**src/core/uct_pkg.sv**
```systemverilog
// Constants shared by the second control register block of the serial port.
// Assumes a 32-bit AXI4-Lite register bus with byte addresses.
package uct_pkg;

    // Register byte offsets.
    localparam logic [11:0] OFF_CTRL2  = 12'h000;
    localparam logic [11:0] OFF_CFG    = 12'h004;
    localparam logic [11:0] OFF_STATUS = 12'h008;

    // Second control register fields.
    localparam int BIT_TX_EMPTY_IRQ_EN   = 7;
    localparam int BIT_TX_DONE_IRQ_EN    = 6;
    localparam int BIT_RX_FULL_IRQ_EN    = 5;
    localparam int BIT_QUIET_LINE_IRQ_EN = 4;
    localparam int BIT_TX_ON             = 3;
    localparam int BIT_RX_ON             = 2;
    localparam int BIT_RX_STANDBY        = 1;
    localparam int BIT_BREAK_QUEUE_CTL   = 0;

    // Configuration register fields.
    localparam int BIT_LOOPBACK_SEL    = 0;
    localparam int BIT_RX_SOURCE_SEL   = 1;
    localparam int BIT_SINGLE_WIRE_DIR = 2;
    localparam int BIT_LONG_BREAK_SEL  = 3;
    localparam int BIT_WAKE_METHOD_SEL = 4;

    // Status register fields.
    localparam int BIT_ST_TX_PIN_OWN  = 0;
    localparam int BIT_ST_RX_PIN_OWN  = 1;
    localparam int BIT_ST_IRQ         = 2;
    localparam int BIT_ST_IDLE_PEND   = 3;
    localparam int BIT_ST_BREAK_PEND  = 4;
    localparam int BIT_ST_FLAGS_LSB   = 8;

    // Reset values.
    localparam logic [7:0] RST_CTRL2 = 8'h00;
    localparam logic [4:0] RST_CFG   = 5'h00;

    // AXI responses.
    localparam logic [1:0] RESP_OKAY   = 2'h0;
    localparam logic [1:0] RESP_SLVERR = 2'h2;

endpackage : uct_pkg

```
**src/core/uct_ctrl2.sv**
```systemverilog
// Control logic behind the second control register of an asynchronous
// serial port, with an AXI4-Lite slave for its registers.
// Assumes the transmitter, receiver and flag logic run on ref_clk and hand
// over flags, activity and taken pulses without synchronisation.
//
// Operation
// - Transmit-empty enable gates the transmit-buffer-empty flag onto the interrupt.
// - Transmit-done enable gates the transmission-complete flag onto the interrupt.
// - Receive-full enable gates the receive-buffer-full flag onto the interrupt.
// - Quiet-line enable gates the idle-line flag onto the interrupt.
// - Transmitter runs only while enabled and then owns the transmit pin.
// - Single-wire mode uses the direction bit to turn the transmit pin.
// - Transmitter enable written low then high while busy queues one idle.
// - Transmit pin stays driven until data, idle and breaks are sent.
// - Receiver enable low frees the receive pin; high runs the receiver.
// - Loopback keeps the receive pin free even with the receiver enabled.
// - Writing standby one parks the receiver waiting for its wakeup.
// - Wakeup is an idle line, or a set top data bit when selected.
// - Software sets standby; hardware clears it on the chosen wakeup.
// - Break control written one then zero queues one break character.
// - Breaks keep queuing while held; long select lengthens each break.
// - A second break may be queued before software clears the bit.
// - Loopback routes transmitter output to the receiver input internally.
// - The control register reads back the last written value, except standby, which a wakeup clears.

`timescale 1ns/1ps

module uct_ctrl2 (
    // Clock and reset.
    input  wire logic        ref_clk,
    input  wire logic        srst,

    // AXI4-Lite write address and data.
    input  wire logic        s_axi_awvalid,
    output logic             s_axi_awready,
    input  wire logic [11:0] s_axi_awaddr,
    input  wire logic        s_axi_wvalid,
    output logic             s_axi_wready,
    input  wire logic [31:0] s_axi_wdata,
    input  wire logic [3:0]  s_axi_wstrb,

    // AXI4-Lite write response.
    output logic             s_axi_bvalid,
    input  wire logic        s_axi_bready,
    output logic [1:0]       s_axi_bresp,

    // AXI4-Lite read.
    input  wire logic        s_axi_arvalid,
    output logic             s_axi_arready,
    input  wire logic [11:0] s_axi_araddr,
    output logic             s_axi_rvalid,
    input  wire logic        s_axi_rready,
    output logic [31:0]      s_axi_rdata,
    output logic [1:0]       s_axi_rresp,

    // Status flags from the flag logic.
    input  wire logic        tx_buf_empty_flag,
    input  wire logic        tx_done_flag,
    input  wire logic        rx_buf_full_flag,
    input  wire logic        idle_line_flag,

    // Transmitter handshake.
    input  wire logic        tx_busy,
    input  wire logic        idle_taken,
    input  wire logic        break_taken,

    // Receiver wakeup events.
    input  wire logic        idle_wake_evt,
    input  wire logic        addr_mark_evt,

    // Control outputs to the datapath and pins.
    output logic             serial_irq,
    output logic             tx_run,
    output logic             rx_run,
    output logic             rx_standby,
    output logic             idle_req,
    output logic             break_req,
    output logic             long_break_sel,
    output logic             loop_route,
    output logic             tx_pin_oe,
    output logic             rx_pin_own
);

    logic [7:0]  ctrl_r;
    logic [4:0]  cfg_r;
    logic        aw_got_r;
    logic        w_got_r;
    logic [11:0] waddr_r;
    logic [31:0] wdata_r;
    logic [3:0]  wstrb_r;
    logic        wr_fire;
    logic        wr_ctrl;
    logic        wr_cfg;
    logic [7:0]  ctrl_wval;
    logic        wake_hit;
    logic        idle_pend_r;
    logic        break_pend_r;
    logic        tx_pin_own;
    logic        single_wire;
    logic [3:0]  irq_src;
    logic [31:0] status_word;
    logic [31:0] rd_word;
    logic        rd_ok;

    // Write path: address and data may arrive in either order.
    assign wr_fire = aw_got_r && w_got_r && !s_axi_bvalid;
    assign wr_ctrl = wr_fire && (waddr_r == uct_pkg::OFF_CTRL2) && wstrb_r[0];
    assign wr_cfg  = wr_fire && (waddr_r == uct_pkg::OFF_CFG) && wstrb_r[0];
    assign ctrl_wval = wdata_r[7:0];

    always_ff @(posedge ref_clk) begin
        if (srst) begin
            s_axi_awready <= 1'b1;
            aw_got_r      <= 1'b0;
            waddr_r       <= 12'h000;
        end else if (s_axi_awvalid && s_axi_awready) begin
            s_axi_awready <= 1'b0;
            aw_got_r      <= 1'b1;
            waddr_r       <= s_axi_awaddr;
        end else if (wr_fire) begin
            aw_got_r      <= 1'b0;
        end else if (s_axi_bvalid && s_axi_bready) begin
            s_axi_awready <= 1'b1;
        end
    end

    always_ff @(posedge ref_clk) begin
        if (srst) begin
            s_axi_wready <= 1'b1;
            w_got_r      <= 1'b0;
            wdata_r      <= 32'h0000_0000;
            wstrb_r      <= 4'h0;
        end else if (s_axi_wvalid && s_axi_wready) begin
            s_axi_wready <= 1'b0;
            w_got_r      <= 1'b1;
            wdata_r      <= s_axi_wdata;
            wstrb_r      <= s_axi_wstrb;
        end else if (wr_fire) begin
            w_got_r      <= 1'b0;
        end else if (s_axi_bvalid && s_axi_bready) begin
            s_axi_wready <= 1'b1;
        end
    end

    always_ff @(posedge ref_clk) begin
        if (srst) begin
            s_axi_bvalid <= 1'b0;
            s_axi_bresp  <= uct_pkg::RESP_OKAY;
        end else if (wr_fire) begin
            s_axi_bvalid <= 1'b1;
            if (waddr_r == uct_pkg::OFF_CTRL2 || waddr_r == uct_pkg::OFF_CFG
                || waddr_r == uct_pkg::OFF_STATUS) begin
                s_axi_bresp <= uct_pkg::RESP_OKAY;
            end else begin
                s_axi_bresp <= uct_pkg::RESP_SLVERR;
            end
        end else if (s_axi_bready) begin
            s_axi_bvalid <= 1'b0;
        end
    end

    // Wakeup source follows the method select.
    assign wake_hit = cfg_r[uct_pkg::BIT_WAKE_METHOD_SEL] ? addr_mark_evt
                                                          : idle_wake_evt;

    // Control register; a software write of standby wins over the wakeup.
    always_ff @(posedge ref_clk) begin
        if (srst) begin
            ctrl_r <= uct_pkg::RST_CTRL2;
        end else if (wr_ctrl) begin
            ctrl_r <= ctrl_wval;
        end else if (wake_hit) begin
            ctrl_r[uct_pkg::BIT_RX_STANDBY] <= 1'b0;
        end
    end

    always_ff @(posedge ref_clk) begin
        if (srst) begin
            cfg_r <= uct_pkg::RST_CFG;
        end else if (wr_cfg) begin
            cfg_r <= wdata_r[4:0];
        end
    end

    // Queued idle: a rising enable while the shifter is busy.
    always_ff @(posedge ref_clk) begin
        if (srst) begin
            idle_pend_r <= 1'b0;
        end else if (wr_ctrl && tx_busy && ctrl_wval[uct_pkg::BIT_TX_ON]
                     && !ctrl_r[uct_pkg::BIT_TX_ON]) begin
            idle_pend_r <= 1'b1;
        end else if (idle_taken) begin
            idle_pend_r <= 1'b0;
        end
    end

    // Queued break: one on the falling write, more while the bit stays set.
    always_ff @(posedge ref_clk) begin
        if (srst) begin
            break_pend_r <= 1'b0;
        end else if (wr_ctrl && ctrl_r[uct_pkg::BIT_BREAK_QUEUE_CTL]
                     && !ctrl_wval[uct_pkg::BIT_BREAK_QUEUE_CTL]) begin
            break_pend_r <= 1'b1;
        end else if (ctrl_r[uct_pkg::BIT_BREAK_QUEUE_CTL]) begin
            break_pend_r <= 1'b1;
        end else if (break_taken) begin
            break_pend_r <= 1'b0;
        end
    end

    // Pin ownership: the transmitter holds its pin until all queued work ends.
    assign tx_pin_own = ctrl_r[uct_pkg::BIT_TX_ON] || tx_busy
                        || idle_pend_r || break_pend_r;
    assign single_wire = cfg_r[uct_pkg::BIT_LOOPBACK_SEL]
                         && cfg_r[uct_pkg::BIT_RX_SOURCE_SEL];

    always_ff @(posedge ref_clk) begin
        if (srst) begin
            tx_pin_oe <= 1'b0;
        end else begin
            tx_pin_oe <= tx_pin_own && (!single_wire
                         || cfg_r[uct_pkg::BIT_SINGLE_WIRE_DIR]);
        end
    end

    always_ff @(posedge ref_clk) begin
        if (srst) begin
            rx_pin_own <= 1'b0;
            loop_route <= 1'b0;
        end else begin
            rx_pin_own <= ctrl_r[uct_pkg::BIT_RX_ON]
                          && !cfg_r[uct_pkg::BIT_LOOPBACK_SEL];
            loop_route <= cfg_r[uct_pkg::BIT_LOOPBACK_SEL];
        end
    end

    always_ff @(posedge ref_clk) begin
        if (srst) begin
            tx_run         <= 1'b0;
            rx_run         <= 1'b0;
            rx_standby     <= 1'b0;
            idle_req       <= 1'b0;
            break_req      <= 1'b0;
            long_break_sel <= 1'b0;
        end else begin
            tx_run         <= ctrl_r[uct_pkg::BIT_TX_ON];
            rx_run         <= ctrl_r[uct_pkg::BIT_RX_ON];
            rx_standby     <= ctrl_r[uct_pkg::BIT_RX_STANDBY];
            idle_req       <= idle_pend_r && !idle_taken;
            break_req      <= break_pend_r && !break_taken;
            long_break_sel <= cfg_r[uct_pkg::BIT_LONG_BREAK_SEL];
        end
    end

    // Interrupt request: any flag with its enable set.
    assign irq_src[3] = ctrl_r[uct_pkg::BIT_TX_EMPTY_IRQ_EN]
                        && tx_buf_empty_flag;
    assign irq_src[2] = ctrl_r[uct_pkg::BIT_TX_DONE_IRQ_EN]
                        && tx_done_flag;
    assign irq_src[1] = ctrl_r[uct_pkg::BIT_RX_FULL_IRQ_EN]
                        && rx_buf_full_flag;
    assign irq_src[0] = ctrl_r[uct_pkg::BIT_QUIET_LINE_IRQ_EN]
                        && idle_line_flag;

    always_ff @(posedge ref_clk) begin
        if (srst) begin
            serial_irq <= 1'b0;
        end else begin
            serial_irq <= |irq_src;
        end
    end

    // Read path.
    always_comb begin
        status_word = 32'h0000_0000;
        status_word[uct_pkg::BIT_ST_TX_PIN_OWN] = tx_pin_own;
        status_word[uct_pkg::BIT_ST_RX_PIN_OWN] = rx_pin_own;
        status_word[uct_pkg::BIT_ST_IRQ]        = serial_irq;
        status_word[uct_pkg::BIT_ST_IDLE_PEND]  = idle_pend_r;
        status_word[uct_pkg::BIT_ST_BREAK_PEND] = break_pend_r;
        status_word[uct_pkg::BIT_ST_FLAGS_LSB +: 4] = {tx_buf_empty_flag,
            tx_done_flag, rx_buf_full_flag, idle_line_flag};
    end

    always_comb begin
        rd_word = 32'h0000_0000;
        rd_ok   = 1'b1;
        unique case (s_axi_araddr)
            uct_pkg::OFF_CTRL2:  rd_word = {24'h00_0000, ctrl_r};
            uct_pkg::OFF_CFG:    rd_word = {27'h000_0000, cfg_r};
            uct_pkg::OFF_STATUS: rd_word = status_word;
            default:             rd_ok   = 1'b0;
        endcase
    end

    always_ff @(posedge ref_clk) begin
        if (srst) begin
            s_axi_arready <= 1'b1;
            s_axi_rvalid  <= 1'b0;
            s_axi_rdata   <= 32'h0000_0000;
            s_axi_rresp   <= uct_pkg::RESP_OKAY;
        end else if (s_axi_arvalid && s_axi_arready) begin
            s_axi_arready <= 1'b0;
            s_axi_rvalid  <= 1'b1;
            s_axi_rdata   <= rd_word;
            s_axi_rresp   <= rd_ok ? uct_pkg::RESP_OKAY : uct_pkg::RESP_SLVERR;
        end else if (s_axi_rvalid && s_axi_rready) begin
            s_axi_arready <= 1'b1;
            s_axi_rvalid  <= 1'b0;
        end
    end

endmodule : uct_ctrl2

```
**config.mk**
```make
export PLATFORM = sky130hd
export DESIGN_NAME = uct_ctrl2
export DESIGN_NICKNAME = d
export VERILOG_FILES = /design/src/core/uct_pkg.sv /design/src/core/uct_ctrl2.sv
export SDC_FILE = /design/constraint.sdc
export NUM_CORES = 1
export LEC_CHECK = 0
export ABC_AREA = 1
export BUFFER_PORTS_ARGS = -buffer_cell sky130_fd_sc_hd__buf_2
export CORE_MARGIN = 2
export CORE_UTILIZATION = 42
export CTS_CLUSTER_SIZE = 10
export DETAILED_ROUTE_END_ITERATION = 10
export GPL_TIMING_DRIVEN = 0
export PLACE_DENSITY = 0.75
export SLEW_MARGIN = 40
export SYNTH_ARGS = -nofsm -noshare
export SYNTH_HDL_FRONTEND = slang
export SYNTH_SLANG_ARGS = --single-unit
```
**constraint.sdc**
```tcl
create_clock -name ref_clk -period 1.2 [get_ports ref_clk]
set_clock_uncertainty 0.15 [all_clocks]
set_input_delay 0.18 -clock ref_clk [delete_from_list [all_inputs] [get_ports ref_clk]]
set_output_delay 0.18 -clock ref_clk [all_outputs]
set_load 0.02 [all_outputs]
```
==> summary.md <==
| Metric | Value |
|---|---|
| Metal3 WL | `473 µm` |
| RR Startpoint | `waddr_r[1]` |
| R2r endpoint | `ctrl_r[7]` |
| Vias in the first global route | `around 2600` |
| Final setup fails | `15` |
| DRT antenna net count | `0` |
| Cell variety after synth | `33` |
| Relative slew slack | `62.0%` |
| DR pass1 iterations | `4` |
| Hpwl dp | `between 4000 and 5000 µm` |
| Pwr dens | `1200 nW/µm²` |
| Met2 routed WL | `3500 µm` |
| Final worst-path cycle share | `117%` |
| Worst Setup SP | `waddr_r[1]` |
| Initial antenna violation count | `0` |
| Clock buffer depth | `2` |
| ANT cells | `0` |
| Placer congestion estimate | `0.794` |
| Cell area after synthesis | `2840 µm²` |
| WP buf/inv | `1` |
| Vias post-DR | `2809` |
| Number of nets in the layout | `586` |
| Worst r2r path cells | `7` |
| Layout cells sized above 1 | `between 30% and 40%` |
| Delay-heaviest family, CP | `simple AND/OR/NAND/NOR gates` |
| Post-Place Worst Slack | `-0.237 ns` |
| Top Layer Used | `met4` |
| Final Hold Vio Count | `1` |
| Post-Syn Area per Cell | `roughly 7.7 µm²` |
| DIE WIDTH | `approximately 86 µm` |
| Drt wl/cell | `11.9 µm` |
| Grt total ovfl | `0` |
| Synth Register Bits | `67` |
| Global-route wire length before repair | `11500 µm` |
| End of the critical path | `ctrl_r[7]` |
| Net Sw Frac | `28.8%` |
| GRT Total Usage | `19.4%` |
| Num CTS Buffers | `9` |
| Slowest CP cell | `dfxtp_2` |
| P_sw | `1.39 mW` |
| Fill cells | `~580` |
| CP Data Required Time | `~1.3 ns` |
| Nature of the critical path startpoint | `flip-flop` |
| Register area share after synthesis | `47.2%` |
| Top post-synthesis cells by area | `dfxtp_1, nor2_1, buf_4` |
| Skew-Pair Late Insertion Delay | `around 0.34 ns` |
| Yosys top cell area share | `around 47%` |
| Slew Limit Fails | `0` |
| Setup ws final | `-0.204 ns` |
| H-tree levels | `3` |
| Critical Path Most Common Cell | `nor2_4` |
| Initial DRC Count | `132` |
| CTS tree | `built` |
| WL met1 | `about 3000 µm` |
| CP Cell Sequence | `nor2_4 -> nand4_1 -> nor2_4 -> nand2_4 -> clkinv_4 -> o21ai_2 -> nor2_1` |
| Hold WS | `-0.00569 ns` |
| FMAX | `712 MHz` |
| Most frequent cells in the layout | `buf_2, nor2_1, dfxtp_1` |
| Clock transition at path regs | `0.07 ns` |
| Area leader, netlist | `dfxtp_1` |
| Int Pwr | `roughly 3.4 mW` |
| LEAKAGE | `1.90 nW` |
| Max Cap Viol | `0` |
| Footprint of the multi-input gates | `1280 µm²` |
| Worst VDD drop | `~0.00061 V` |
| Comb pwr share | `between 10% and 20%` |
| RSZ-0062 raised after global routing | `yes` |
| Tightest Pin Transition | `roughly 0.57 ns` |
| R2r setup slk | `-0.20 ns` |
| Failing checks | `hold timing, setup timing` |
| Fin crit period | `1.40 ns` |
| Arr. time, crit path | `between 1.5 and 2 ns` |
| Core Rows | `29` |
| Detailed-route DRC error count | `0` |
| Commonest non-fill, non-tap cell in the layout | `buf_2` |
| Slowest Stage Delay on Critical Path | `0.34 ns` |
| Vias/cell | `4.74` |
| Sequential Power Share | `49.9%` |
| Largest net degree at the start of global routing | `13` |
| Outcome | `finished with violations` |
| Worst-path fanout max | `6` |
| Levels on crit path | `7` |
| Die Y | `86.3 µm` |
| Count of port buffers added during placement | `77` |
| P&R area growth vs syn | `41.4%` |
| Worst Hold Class | `in -> reg` |
| Register area | `1360 µm²` |
| Post-Syn Instances | `367` |
| Final wirelength | `7070 µm` |
| Crit end category | `flip-flop` |
| Core Region | `6460 µm²` |
| CTS Root Cell | `clkbuf_8` |
| Die area | `7440 µm²` |
| Kind of critical path | `reg -> reg` |
| Clock power frac | `33.1%` |
| Synth warn | `0` |
| Initial Util | `44.0%` |
| I/O pin cnt | `127` |
| Clk sink count | `67` |
## power groups by stage
stage               Combinational (mW)  Sequential (mW)  Clock (mW)
floorplan                        0.411             2.49           0
global placement                 0.645             2.45           0
detailed placement               0.657             2.46           0
CTS                              0.765             2.41        1.63
global route                     0.895             2.43        1.74
finish                           0.819             2.42        1.60
## state kept, by name, indices dropped and copies added (netlist names), 5 cells and up
name / cells
wdata_r: 8
cfg_r: 5
s_axi_rdata: 12
ctrl_r: 8
waddr_r: 12
## cells in the mapped netlist (all sizes together)
cell type / instances
inv: 30
buf: 29
o21ai: 45
dfxtp: 67
clkbuf: 6
a41oi: 1
a21oi: 25
o22ai: 2
nor2: 76
nand4: 4
conb: 1
nand3: 30
or2: 2
nor3b: 1
o211ai: 1
nand2: 42
nor3: 2
o21a: 1
clkinv: 2
## repair_timing
item                                    in CTS  in global routing
endpoints found under the hold margin       29                  0
pin swaps                                   12                 13
endpoints found under the setup margin      32                 47
hold buffers                                27                  0
setup buffers                                3                  3
gates resized for setup                     15                 43
gates cloned                                 1                  0
## worst reg2reg max path: stages, from the launching register on
cell and delay, ns:
dfxtp_2 0.34, nor2_4 0.11, nand4_1 0.15, nor2_4 0.23, nand2_4 0.12, clkinv_4 0.09
o21ai_2 0.05, nor2_1 0.11
## through the flow
| step | cell area (µm²) | power (mW) | util [%] | instances | TNS [ns] |
|---|---|---|---|---|---|
| after floorplan | 2930 | 2.91 | - | 388 | 0 |
| after global placement | 3410 | 3.10 | 52.9 | 542 | -5.71 |
| after detailed placement | 3410 | 3.11 | 52.9 | 542 | -7.14 |
| after CTS | 3920 | 4.81 | 60.7 | 589 | -2.19 |
| after global routing | 4020 | 5.07 | 62.2 | 592 | -3.81 |
| final | 4020 | 4.84 | 62.2 | 592 | -2.45 |
## area by class of cell
cell class / count / share of cell area, %
plain buffers: 35 / 6.10
flip-flops and latches: 67 / 33.9
inverters: 32 / 3.21
clock buffers: 9 / 3.08
well taps: 77 / 2.40
multi-input cells: 255 / 31.8
clock inverters: 7 / 1.09
repair buffers: 110 / 18.5
## layer usage
metal,GRT usage [%],vias up
met5,0,-
met4,5.40,0
met3,4.38,4
met2,32.7,98
met1,25.0,1266
li1,-,1441
## worst min path at each step
stage | from | end | slack (ns) | cells past startpoint
2_1_floorplan | idle_taken | idle_req | 0.10 | 1
3_3_place_gp | idle_taken | idle_req | 0.21 | 2
3_5_place_dp | idle_taken | idle_req | 0.21 | 2
4_1_cts | s_axi_awaddr[2] | waddr_r[2] | 0.0007 | 3
5_1_grt | s_axi_awaddr[11] | waddr_r[11] | 0.007 | 3
6_report | s_axi_awaddr[2] | waddr_r[2] | -0.006 | 3
## cells by family after synthesis
kind of cell | share of synthesized area (%)
compound gates | 14.0
buf+inv | 12.5
flops | 47.2
other cells | 0.132
simple gates | 26.2
(Power assumes the default switching activity.)
